==> src/hdl/io_line_pkg.sv <==
package io_line_pkg;

  // ==========================================================================
  // Register map: byte addresses of the 32-bit words.
  localparam logic [11:0] OWNER_SET_ADDR      = 12'h000;
  localparam logic [11:0] OWNER_CLEAR_ADDR    = 12'h004;
  localparam logic [11:0] OWNER_STATUS_ADDR   = 12'h008;
  localparam logic [11:0] DRIVER_SET_ADDR     = 12'h010;
  localparam logic [11:0] DRIVER_CLEAR_ADDR   = 12'h014;
  localparam logic [11:0] DRIVER_STATUS_ADDR  = 12'h018;
  localparam logic [11:0] FILTER_SET_ADDR     = 12'h020;
  localparam logic [11:0] FILTER_CLEAR_ADDR   = 12'h024;
  localparam logic [11:0] FILTER_STATUS_ADDR  = 12'h028;
  localparam logic [11:0] VALUE_SET_ADDR      = 12'h030;
  localparam logic [11:0] VALUE_CLEAR_ADDR    = 12'h034;
  localparam logic [11:0] VALUE_STATUS_ADDR   = 12'h038;
  localparam logic [11:0] PIN_LEVEL_ADDR      = 12'h03C;
  localparam logic [11:0] IRQ_ENABLE_SET_ADDR = 12'h040;
  localparam logic [11:0] IRQ_DISABLE_ADDR    = 12'h044;
  localparam logic [11:0] IRQ_MASK_ADDR       = 12'h048;
  localparam logic [11:0] IRQ_STATUS_ADDR     = 12'h04C;
  localparam logic [11:0] WRITE_PERM_SET_ADDR = 12'h0A0;
  localparam logic [11:0] WRITE_PERM_CLR_ADDR = 12'h0A4;
  localparam logic [11:0] WRITE_PERM_STS_ADDR = 12'h0A8;

  // ==========================================================================
  // Implemented lines and reset values.
  localparam logic [31:0] LINES_PRESENT    = 32'hFFFF_FFFF;
  localparam logic [31:0] OWNER_RESET      = 32'hFFFF_FFFF;
  localparam logic [31:0] ZERO_RESET       = 32'h0000_0000;

  // ==========================================================================
  // Glitch filter: a level must stand one cycle longer than this to pass.
  localparam logic [1:0]  FILTER_HOLD_CYCLES = 2'h2;

endpackage

==> src/hdl/io_line_controller.sv <==
`timescale 1ns/1ns
`default_nettype none
// How it works
// Owner-set ones give lines to the controller.
// Owner-clear ones hand lines to peripherals.
// Owner status reads one for controller lines.
// Driver-set ones enable output drivers.
// Driver-clear ones disable output drivers.
// Driver status shows enabled output drivers.
// Filter-set ones enable glitch filters.
// Filter-clear ones disable glitch filters.
// Filter status shows enabled glitch filters.
// Value-set ones make driven values high.
// Value-clear ones make driven values low.
// Value status reads scheduled drive values.
// Value status readable, writable only on permitted lines.
// Pin level status reads sampled pin levels.
// Direct value writes obey write permission bits.
// Absent lines ignore writes, read zero.
// Irq-enable-set ones enable change interrupts.
// Writes update state on the accepting edge.
module io_line_controller
  import io_line_pkg::*;
(
  // Clock and reset.
  input  wire logic        clk_sys_in,
  input  wire logic        rst_n_in,
  // APB slave.
  input  wire logic        psel_in,
  input  wire logic        penable_in,
  input  wire logic        pwrite_in,
  input  wire logic [11:0] paddr_in,
  input  wire logic [31:0] pwdata_in,
  output logic      [31:0] prdata_out,
  output logic             pready_out,
  output logic             pslverr_out,
  // Pins.
  input  wire logic [31:0] pin_level_in,
  output logic      [31:0] pin_drive_out,
  output logic      [31:0] pin_drive_en_out,
  // Peripheral side.
  input  wire logic [31:0] periph_drive_in,
  input  wire logic [31:0] periph_drive_en_in,
  output logic      [31:0] periph_level_out,
  // Interrupt.
  output logic             irq_out
);

  // ==========================================================================
  // Bus decode.
  // A transfer is taken in the first access cycle, while pready is still low.
  // The answer follows one edge later, so every write lands on that accepting
  // edge and a read shows the state left by all earlier writes. Holding the
  // access phase one cycle longer cannot take it twice, because pready blocks
  // the second cycle; pready is low again in the third, which is taken anew.
  logic        access;
  logic        wr;
  logic        rd;
  logic        mapped;
  logic [31:0] wdata;
  logic [31:0] owner_reg;
  logic [31:0] driver_reg;
  logic [31:0] filter_reg;
  logic [31:0] value_reg;
  logic [31:0] perm_reg;
  logic [31:0] irq_mask_reg;
  logic [31:0] irq_status_reg;
  logic [31:0] sync1_reg;
  logic [31:0] sync2_reg;
  logic [31:0] level_reg;
  logic [31:0] prev_level_reg;
  logic [1:0]  filt_cnt_reg [32];
  logic [31:0] rdata;

  function automatic logic hit(input logic [11:0] a, input logic [11:0] b);
    return a == b;
  endfunction

  assign access = psel_in && penable_in && !pready_out;
  assign wr     = access && pwrite_in;
  assign rd     = access && !pwrite_in;
  assign wdata  = pwdata_in & LINES_PRESENT;

  // ==========================================================================
  // Pin synchroniser and glitch filter.
  // Pin levels arrive with no relation to the clock. Only the second stage is
  // read by any logic, so a metastable first stage never reaches a decision.
  // The interrupt detector sees the same level as the status register.
  always_ff @(posedge clk_sys_in or negedge rst_n_in) begin
    if (!rst_n_in) begin
      sync1_reg <= ZERO_RESET;
      sync2_reg <= ZERO_RESET;
    end else begin
      sync1_reg <= pin_level_in;
      sync2_reg <= sync1_reg;
    end
  end

  // A filtered line takes a new level only after it stood for the hold time.
  // Any return to the old level restarts the count, so short pulses vanish.
  // An unfiltered line follows the synchroniser at once.
  always_ff @(posedge clk_sys_in or negedge rst_n_in) begin
    if (!rst_n_in) begin
      level_reg <= ZERO_RESET;
      for (int i = 0; i < 32; i++) begin
        filt_cnt_reg[i] <= 2'h0;
      end
    end else begin
      for (int i = 0; i < 32; i++) begin
        if (sync2_reg[i] == level_reg[i]) begin
          filt_cnt_reg[i] <= 2'h0;
        end else if (!filter_reg[i] || filt_cnt_reg[i] == FILTER_HOLD_CYCLES) begin
          level_reg[i]    <= sync2_reg[i];
          filt_cnt_reg[i] <= 2'h0;
        end else begin
          filt_cnt_reg[i] <= filt_cnt_reg[i] + 2'h1;
        end
      end
    end
  end

  // ==========================================================================
  // Configuration registers.
  // Each register is a set and clear pair: a one bit acts on its line and a
  // zero bit leaves it alone, so software never needs a read-modify-write.
  logic        owner_set_stb;
  logic        owner_clear_stb;
  logic        driver_set_stb;
  logic        driver_clear_stb;
  logic        filter_set_stb;
  logic        filter_clear_stb;
  logic        value_set_stb;
  logic        value_clear_stb;
  logic        value_direct_stb;
  logic        perm_set_stb;
  logic        perm_clear_stb;
  logic        irq_enable_stb;
  logic        irq_disable_stb;
  logic        status_read_stb;
  logic [31:0] owner_next;
  logic [31:0] driver_next;
  logic [31:0] filter_next;
  logic [31:0] value_next;
  logic [31:0] perm_next;
  logic [31:0] irq_mask_next;

  // Set and clear sit at separate addresses, so they never meet in one write.
  function automatic logic [31:0] set_clear(
    input logic [31:0] cur,
    input logic        set_stb,
    input logic        clr_stb,
    input logic [31:0] bits
  );
    logic [31:0] res;
    res = cur;
    if (set_stb) begin
      res = cur | bits;
    end else if (clr_stb) begin
      res = cur & ~bits;
    end
    return res;
  endfunction

  // Strobes are high only in the accepting cycle of their own address.
  assign owner_set_stb    = wr && hit(paddr_in, OWNER_SET_ADDR);
  assign owner_clear_stb  = wr && hit(paddr_in, OWNER_CLEAR_ADDR);
  assign driver_set_stb   = wr && hit(paddr_in, DRIVER_SET_ADDR);
  assign driver_clear_stb = wr && hit(paddr_in, DRIVER_CLEAR_ADDR);
  assign filter_set_stb   = wr && hit(paddr_in, FILTER_SET_ADDR);
  assign filter_clear_stb = wr && hit(paddr_in, FILTER_CLEAR_ADDR);
  assign value_set_stb    = wr && hit(paddr_in, VALUE_SET_ADDR);
  assign value_clear_stb  = wr && hit(paddr_in, VALUE_CLEAR_ADDR);
  assign value_direct_stb = wr && hit(paddr_in, VALUE_STATUS_ADDR);
  assign perm_set_stb     = wr && hit(paddr_in, WRITE_PERM_SET_ADDR);
  assign perm_clear_stb   = wr && hit(paddr_in, WRITE_PERM_CLR_ADDR);
  assign irq_enable_stb   = wr && hit(paddr_in, IRQ_ENABLE_SET_ADDR);
  assign irq_disable_stb  = wr && hit(paddr_in, IRQ_DISABLE_ADDR);
  assign status_read_stb  = rd && hit(paddr_in, IRQ_STATUS_ADDR);

  // Ownership: a line owned here ignores the peripheral's drive.
  always_comb begin
    owner_next = set_clear(owner_reg, owner_set_stb, owner_clear_stb, wdata);
  end

  always_ff @(posedge clk_sys_in or negedge rst_n_in) begin
    if (!rst_n_in) begin
      owner_reg <= OWNER_RESET;
    end else begin
      owner_reg <= owner_next;
    end
  end

  // Output driver enables of owned lines.
  always_comb begin
    driver_next = set_clear(driver_reg, driver_set_stb, driver_clear_stb, wdata);
  end

  always_ff @(posedge clk_sys_in or negedge rst_n_in) begin
    if (!rst_n_in) begin
      driver_reg <= ZERO_RESET;
    end else begin
      driver_reg <= driver_next;
    end
  end

  // Glitch filter enables; a change takes effect on the next sample.
  always_comb begin
    filter_next = set_clear(filter_reg, filter_set_stb, filter_clear_stb, wdata);
  end

  always_ff @(posedge clk_sys_in or negedge rst_n_in) begin
    if (!rst_n_in) begin
      filter_reg <= ZERO_RESET;
    end else begin
      filter_reg <= filter_next;
    end
  end

  // Drive values; a direct write reaches only the permitted lines.
  always_comb begin
    value_next = set_clear(value_reg, value_set_stb, value_clear_stb, wdata);
    if (value_direct_stb) begin
      value_next = (value_reg & ~perm_reg) | (wdata & perm_reg);
    end
  end

  always_ff @(posedge clk_sys_in or negedge rst_n_in) begin
    if (!rst_n_in) begin
      value_reg <= ZERO_RESET;
    end else begin
      value_reg <= value_next;
    end
  end

  // Direct write permission for the drive values.
  always_comb begin
    perm_next = set_clear(perm_reg, perm_set_stb, perm_clear_stb, wdata);
  end

  always_ff @(posedge clk_sys_in or negedge rst_n_in) begin
    if (!rst_n_in) begin
      perm_reg <= ZERO_RESET;
    end else begin
      perm_reg <= perm_next;
    end
  end

  // ==========================================================================
  // Input-change interrupt.
  always_comb begin
    irq_mask_next = set_clear(irq_mask_reg, irq_enable_stb, irq_disable_stb, wdata);
  end

  always_ff @(posedge clk_sys_in or negedge rst_n_in) begin
    if (!rst_n_in) begin
      irq_mask_reg <= ZERO_RESET;
    end else begin
      irq_mask_reg <= irq_mask_next;
    end
  end

  // A change in the read cycle survives the clear, since set wins.
  logic [31:0] change_evt;

  assign change_evt = (level_reg ^ prev_level_reg) & LINES_PRESENT;

  always_ff @(posedge clk_sys_in or negedge rst_n_in) begin
    if (!rst_n_in) begin
      prev_level_reg <= ZERO_RESET;
    end else begin
      prev_level_reg <= level_reg;
    end
  end

  always_ff @(posedge clk_sys_in or negedge rst_n_in) begin
    if (!rst_n_in) begin
      irq_status_reg <= ZERO_RESET;
    end else if (status_read_stb) begin
      irq_status_reg <= change_evt;
    end else begin
      irq_status_reg <= irq_status_reg | change_evt;
    end
  end

  always_ff @(posedge clk_sys_in or negedge rst_n_in) begin
    if (!rst_n_in) begin
      irq_out <= 1'b0;
    end else begin
      irq_out <= |(irq_status_reg & irq_mask_reg);
    end
  end

  // ==========================================================================
  // Pin and peripheral multiplexing.
  // An owned line takes value and enable from the registers; any other line
  // passes the peripheral's own drive through, one cycle late.
  always_ff @(posedge clk_sys_in or negedge rst_n_in) begin
    if (!rst_n_in) begin
      pin_drive_out <= ZERO_RESET;
    end else begin
      pin_drive_out <= ((owner_reg & value_reg) | (~owner_reg & periph_drive_in))
                       & LINES_PRESENT;
    end
  end

  always_ff @(posedge clk_sys_in or negedge rst_n_in) begin
    if (!rst_n_in) begin
      pin_drive_en_out <= ZERO_RESET;
    end else begin
      pin_drive_en_out <= ((owner_reg & driver_reg) | (~owner_reg & periph_drive_en_in))
                          & LINES_PRESENT;
    end
  end

  // Peripherals see the synchronised, filtered level whoever owns the line.
  always_ff @(posedge clk_sys_in or negedge rst_n_in) begin
    if (!rst_n_in) begin
      periph_level_out <= ZERO_RESET;
    end else begin
      periph_level_out <= level_reg;
    end
  end

  // ==========================================================================
  // Read mux and APB answer: one wait state, ready in the second access cycle.
  // Write-only addresses read zero; an unmapped address answers with an error.
  // Status registers ignore writes except the drive values.
  always_comb begin
    mapped = 1'b1;
    rdata  = ZERO_RESET;
    case (paddr_in)
      OWNER_SET_ADDR, OWNER_CLEAR_ADDR, DRIVER_SET_ADDR, DRIVER_CLEAR_ADDR,
      FILTER_SET_ADDR, FILTER_CLEAR_ADDR, VALUE_SET_ADDR, VALUE_CLEAR_ADDR,
      IRQ_ENABLE_SET_ADDR, IRQ_DISABLE_ADDR, WRITE_PERM_SET_ADDR,
      WRITE_PERM_CLR_ADDR: rdata = ZERO_RESET;
      OWNER_STATUS_ADDR:   rdata = owner_reg;
      DRIVER_STATUS_ADDR:  rdata = driver_reg;
      FILTER_STATUS_ADDR:  rdata = filter_reg;
      VALUE_STATUS_ADDR:   rdata = value_reg;
      PIN_LEVEL_ADDR:      rdata = level_reg;
      IRQ_MASK_ADDR:       rdata = irq_mask_reg;
      IRQ_STATUS_ADDR:     rdata = irq_status_reg;
      WRITE_PERM_STS_ADDR: rdata = perm_reg;
      default:             mapped = 1'b0;
    endcase
  end

  always_ff @(posedge clk_sys_in or negedge rst_n_in) begin
    if (!rst_n_in) begin
      pready_out  <= 1'b0;
      pslverr_out <= 1'b0;
    end else if (access) begin
      pready_out  <= 1'b1;
      pslverr_out <= !mapped;
    end else begin
      pready_out  <= 1'b0;
      pslverr_out <= 1'b0;
    end
  end

  // Read data stands only with pready, so a stale word never stays on the bus.
  always_ff @(posedge clk_sys_in or negedge rst_n_in) begin
    if (!rst_n_in) begin
      prdata_out <= ZERO_RESET;
    end else if (rd) begin
      prdata_out <= rdata & LINES_PRESENT;
    end else begin
      prdata_out <= ZERO_RESET;
    end
  end

endmodule
`default_nettype wire

==> config.mk <==
export PLATFORM = sky130hd
export DESIGN_NAME = io_line_controller
export DESIGN_NICKNAME = d
export VERILOG_FILES = /design/src/hdl/io_line_pkg.sv /design/src/hdl/io_line_controller.sv
export SDC_FILE = /design/constraint.sdc
export NUM_CORES = 1
export LEC_CHECK = 0
export ABC_CLOCK_PERIOD_IN_PS = 5900
export BUFFER_PORTS_ARGS = -buffer_cell sky130_fd_sc_hd__buf_2
export CORE_UTILIZATION = 63
export CTS_CLUSTER_DIAMETER = 80
export CTS_CLUSTER_SIZE = 8
export DETAILED_ROUTE_END_ITERATION = 10
export PLACE_DENSITY_LB_ADDON = 0.25
export RECOVER_POWER = 100
export SLEW_MARGIN = 20
export SYNTH_ARGS = -nofsm -noshare
export SYNTH_HDL_FRONTEND = slang
export SYNTH_SLANG_ARGS = --single-unit
==> constraint.sdc <==
create_clock -name clk_sys_in -period 5.9 [get_ports clk_sys_in]
set_input_delay 0.295 -clock clk_sys_in [delete_from_list [all_inputs] [get_ports clk_sys_in]]
set_output_delay 0.295 -clock clk_sys_in [all_outputs]
set_load 0.05 [all_outputs]
==> metrics.txt <==
# TYPE chip_impl_metric gauge
chip_impl_metric{name="min_period_over_period",unit="%"} 79.2
chip_impl_metric{name="cts_buffer_depth",unit=""} 3
chip_impl_metric{name="syn-mean-instance-area",unit="um2"} 11.8
chip_impl_metric{name="setup-violations-final",unit=""} 0
chip_impl_metric{name="synthXorXnorAreaFrac",unit="%"} 2.52
chip_impl_metric{name="die_x",unit="um"} 190
chip_impl_metric{name="drv_slew",unit=""} 199
chip_impl_metric{name="place_hpwl",unit="mm"} 36.0
chip_impl_info{name="outcome",value="complete, but fails checks"} 1
chip_impl_metric{name="routed_wire_length_per_instance",unit="um"} 22.1
chip_impl_metric{name="initial_utilization",unit="%"} 64.2
chip_impl_metric{name="drive_gt1_share",unit="%"} 15.9
chip_impl_info{name="tritoncts",value="yes"} 1
chip_impl_metric{name="muxShareOfSynthArea",unit="%"} 14.4
chip_impl_metric{name="finish.cell_count_without_fillers",unit=""} 2760
chip_impl_metric{name="synth-simple-area-share",unit="%"} 8.22
chip_impl_metric{name="number_of_global_route_vias_before_repair",unit=""} 17261
chip_impl_metric{name="cts_buffers",unit=""} 74
chip_impl_metric{name="synth_sequential_area_ratio",unit="%"} 58.2
chip_impl_metric{name="synth-seq-cells",unit=""} 515
chip_impl_metric{name="routed_wirelength",unit="mm"} 60.9
chip_impl_metric{name="cp_max_fo",unit=""} 118
chip_impl_info{name="dominant_combinational_cell_family_by_area_after_synthesis",value="multiplexers"} 1
chip_impl_metric{name="synth-warning-count",unit=""} 0
chip_impl_metric{name="io_buffers",unit=""} 275
chip_impl_metric{name="timing.setup.tns",unit="ns"} 0
chip_impl_info{name="ys.flop_type",value="dfrtp_1"} 1
chip_impl_metric{name="die-height",unit="um"} 190
chip_impl_metric{name="netlist-cell-type-count",unit=""} 47
chip_impl_metric{name="detail_route.vias_per_cell",unit=""} 5.95
chip_impl_metric{name="number_of_max_cap_violations",unit=""} 6
chip_impl_info{name="commonest_cells_after_routing_fill_and_taps_aside",value="dfrtp_1, inv_1, nand2_1"} 1
chip_impl_metric{name="htreeDepth",unit=""} 3
chip_impl_info{name="rsz0062_at_grt",value="no"} 1
chip_impl_info{name="timing_worst_setup_path_type",value="in2reg"} 1
chip_impl_metric{name="cellPowerDensity",unit="mW/mm2"} 373
chip_impl_metric{name="grt_start_max_net_pins",unit=""} 149
chip_impl_metric{name="share_of_the_synthesized_area_in_compound_gates_ao_oa_aoi_oai",unit="%"} 9.00
chip_impl_metric{name="worst_setup_hold_path_clk_slew",unit="ns"} 0.05
chip_impl_metric{name="drt-initial-drc-count",unit=""} 1488
chip_impl_metric{name="route.detailed.drc",unit=""} 0
chip_impl_metric{name="synth_edf_count",unit=""} 0
chip_impl_metric{name="clock_skew",unit="ns"} 0.0215
chip_impl_metric{name="number_of_nets_in_the_finished_design",unit=""} 2424
chip_impl_metric{name="synthesis.area",unit="mm2"} 0.0222
chip_impl_info{name="worst_setup_path_startpoint",value="paddr_in[2]"} 1
chip_impl_metric{name="total_leakage_power",unit="nW"} 12.8
chip_impl_metric{name="asyncSetResetFlopFracSynth",unit="%"} 100
chip_impl_metric{name="clock_latency",unit="ns"} 0.60
chip_impl_metric{name="timing.critical_path.required",unit="ns"} 6.38
chip_impl_metric{name="overall_global_routing_resource_usage",unit="%"} 34.7
chip_impl_metric{name="vias",unit=""} 16416
chip_impl_info{name="r2r_startpoint",value="pready_out"} 1
chip_impl_metric{name="maxSlewHeadroom",unit="%"} -144
chip_impl_metric{name="fp_rows",unit=""} 68
chip_impl_metric{name="setup.reg_to_reg.worst_slack",unit="ns"} 1.61
chip_impl_metric{name="grt_pass1_wl",unit="mm"} 94.8
chip_impl_info{name="clk_root_buffer_cell",value="clkbuf_16"} 1
chip_impl_info{name="mostFrequentLayoutCell",value="dfrtp_1"} 1
chip_impl_info{name="timing.hold.worst.class",value="in2reg"} 1
chip_impl_metric{name="n_fill_cell",unit=""} 2187
chip_impl_metric{name="place_congestion",unit=""} 0.852
chip_impl_metric{name="layout_min_cycle_time",unit="ns"} 4.67
chip_impl_metric{name="antenna_found_initial",unit=""} 1
chip_impl_metric{name="antenna_cells_inserted",unit=""} 0
chip_impl_metric{name="worstPathArrival",unit="ns"} 5.15
chip_impl_info{name="failed_checks",value="capacitance limit, slew limit"} 1
chip_impl_info{name="cp-start-kind",value="input pin"} 1
chip_impl_info{name="hp-start",value="pwdata_in[17]"} 1
chip_impl_metric{name="synthCells",unit=""} 1888
chip_impl_metric{name="flow.area_growth_from_synthesis",unit="%"} 20.7
chip_impl_metric{name="core-area",unit="mm2"} 0.0346
chip_impl_metric{name="cts.repair_timing.setup_buffer_count",unit=""} 0
chip_impl_metric{name="drt.antenna.violating_nets",unit=""} 0
chip_impl_metric{name="number_of_cells_in_the_design_after_placement",unit=""} 2524
chip_impl_metric{name="finalHoldViolCount",unit=""} 0
chip_impl_info{name="worst_setup_path_end_kind",value="flop"} 1
chip_impl_metric{name="cts_sinks",unit=""} 515
chip_impl_metric{name="synth_nets",unit=""} 2065
chip_impl_metric{name="synth-adder-area-share",unit="%"} 1.80
chip_impl_metric{name="total_die_area",unit="mm2"} 0.0360
chip_impl_metric{name="worstMarginPinSlew",unit="ns"} 3.65
chip_impl_metric{name="io_pins",unit=""} 276
chip_impl_metric{name="max_freq",unit="GHz"} 0.214
chip_impl_metric{name="grt_overflow",unit=""} 0
chip_impl_metric{name="irDropWorstVdd",unit="uV"} 296
chip_impl_metric{name="detailed_routing_iteration_count_for_the_pre_antenna_repair_pass",unit=""} 7
==> routing by layer <==
| layer | up-vias | track usage, % | share of wire, % |
|---|---|---|---|
| li1 | 7090 | - | - |
| met1 | 8265 | 43.9 | 38 |
| met2 | 853 | 57.6 | 49 |
| met3 | 206 | 6.68 | 7.9 |
| met4 | 2 | 17.3 | 4.7 |
| met5 | - | 0 | 0.021 |
==> area by class of cell <==
cell class,instances,area (um2),area share (%)
clock buffers,129,2120,7.91
clock inverters,5,68.8,0.257
multi-input cells,1059,7990,29.8
well taps,455,569,2.12
repair buffers,391,2370,8.85
flip-flops and latches,515,12900,48.2
inverters,206,773,2.88
==> worst max-delay path: stages <==
cell and delay [ns]:
buf_6 0.31, nor4b_4 0.88, inv_1 0.13, nor2_1 2.69, a22oi_1 0.34, a41oi_1 0.47
==> where the power goes <==
group | switching [mW] | internal, mW
clock network | 1.55 | 2.43
registers | 0.402 | 3.96
logic | 1.08 | 0.588
==> repair_timing <==
action	4_1_cts	5_1_grt
endpoints found under the setup margin	0	0
hold buffers	101	0
endpoints found under the hold margin	194	0
resized for setup	0	0
==> worst paths after layout <==
path / to / depth (start not counted)
max: prdata_out[25] / 6
min: flop / 2
max reg2reg: flop / 6
min reg2reg: sync2_reg[20] / 0
max in group asynchronous: filt_cnt_reg[11] / 3
min in group asynchronous: pin_drive_en_out[26] / 2
==> cell families after synthesis <==
| logic type | Yosys count |
|---|---|
| AOI/OAI and AO/OA | 301 |
| xor gates and xnor gates | 64 |
| adders and majority gates | 32 |
| buffers and inverters | 314 |
| DFF | 515 |
| muxes | 267 |
| and+or+nand+nor | 395 |
==> synth_stat cells, drive strengths merged, types with 51 or more instances <==
| cell type | n | area (um2) |
|---|---|---|
| dfrtp | 483 | 12100 |
| nand2 | 207 | 785 |
| inv | 206 | 773 |
| mux2i | 139 | 1390 |
| mux2 | 96 | 1080 |
| a21oi | 77 | 385 |
| nor2 | 76 | 288 |
| a22oi | 66 | 495 |
| xor2 | 64 | 561 |
| nand2b | 62 | 388 |
| buf | 57 | 349 |
| o21ai | 55 | 275 |
| clkbuf | 51 | 191 |
==> through the flow <==
stage | hold slack, ns | area, um2 | power, mW | utilization [%] | setup slack [ns]
3_5_place_dp | 0.335 | 23800 | 6.02 | 68.8 | 2.25
3_3_place_gp | 0.332 | 23800 | 5.94 | 68.8 | 2.34
4_1_cts | 0.000996 | 27000 | 10.1 | 78.1 | 2.74
6_report | 0.0198 | 26800 | 10.0 | 77.5 | 1.23
2_1_floorplan | -0.000591 | 22200 | 5.46 | - | 3.72
5_1_grt | 0.0225 | 26800 | 10.4 | 77.5 | 1.35
(Power assumes the default switching activity.)
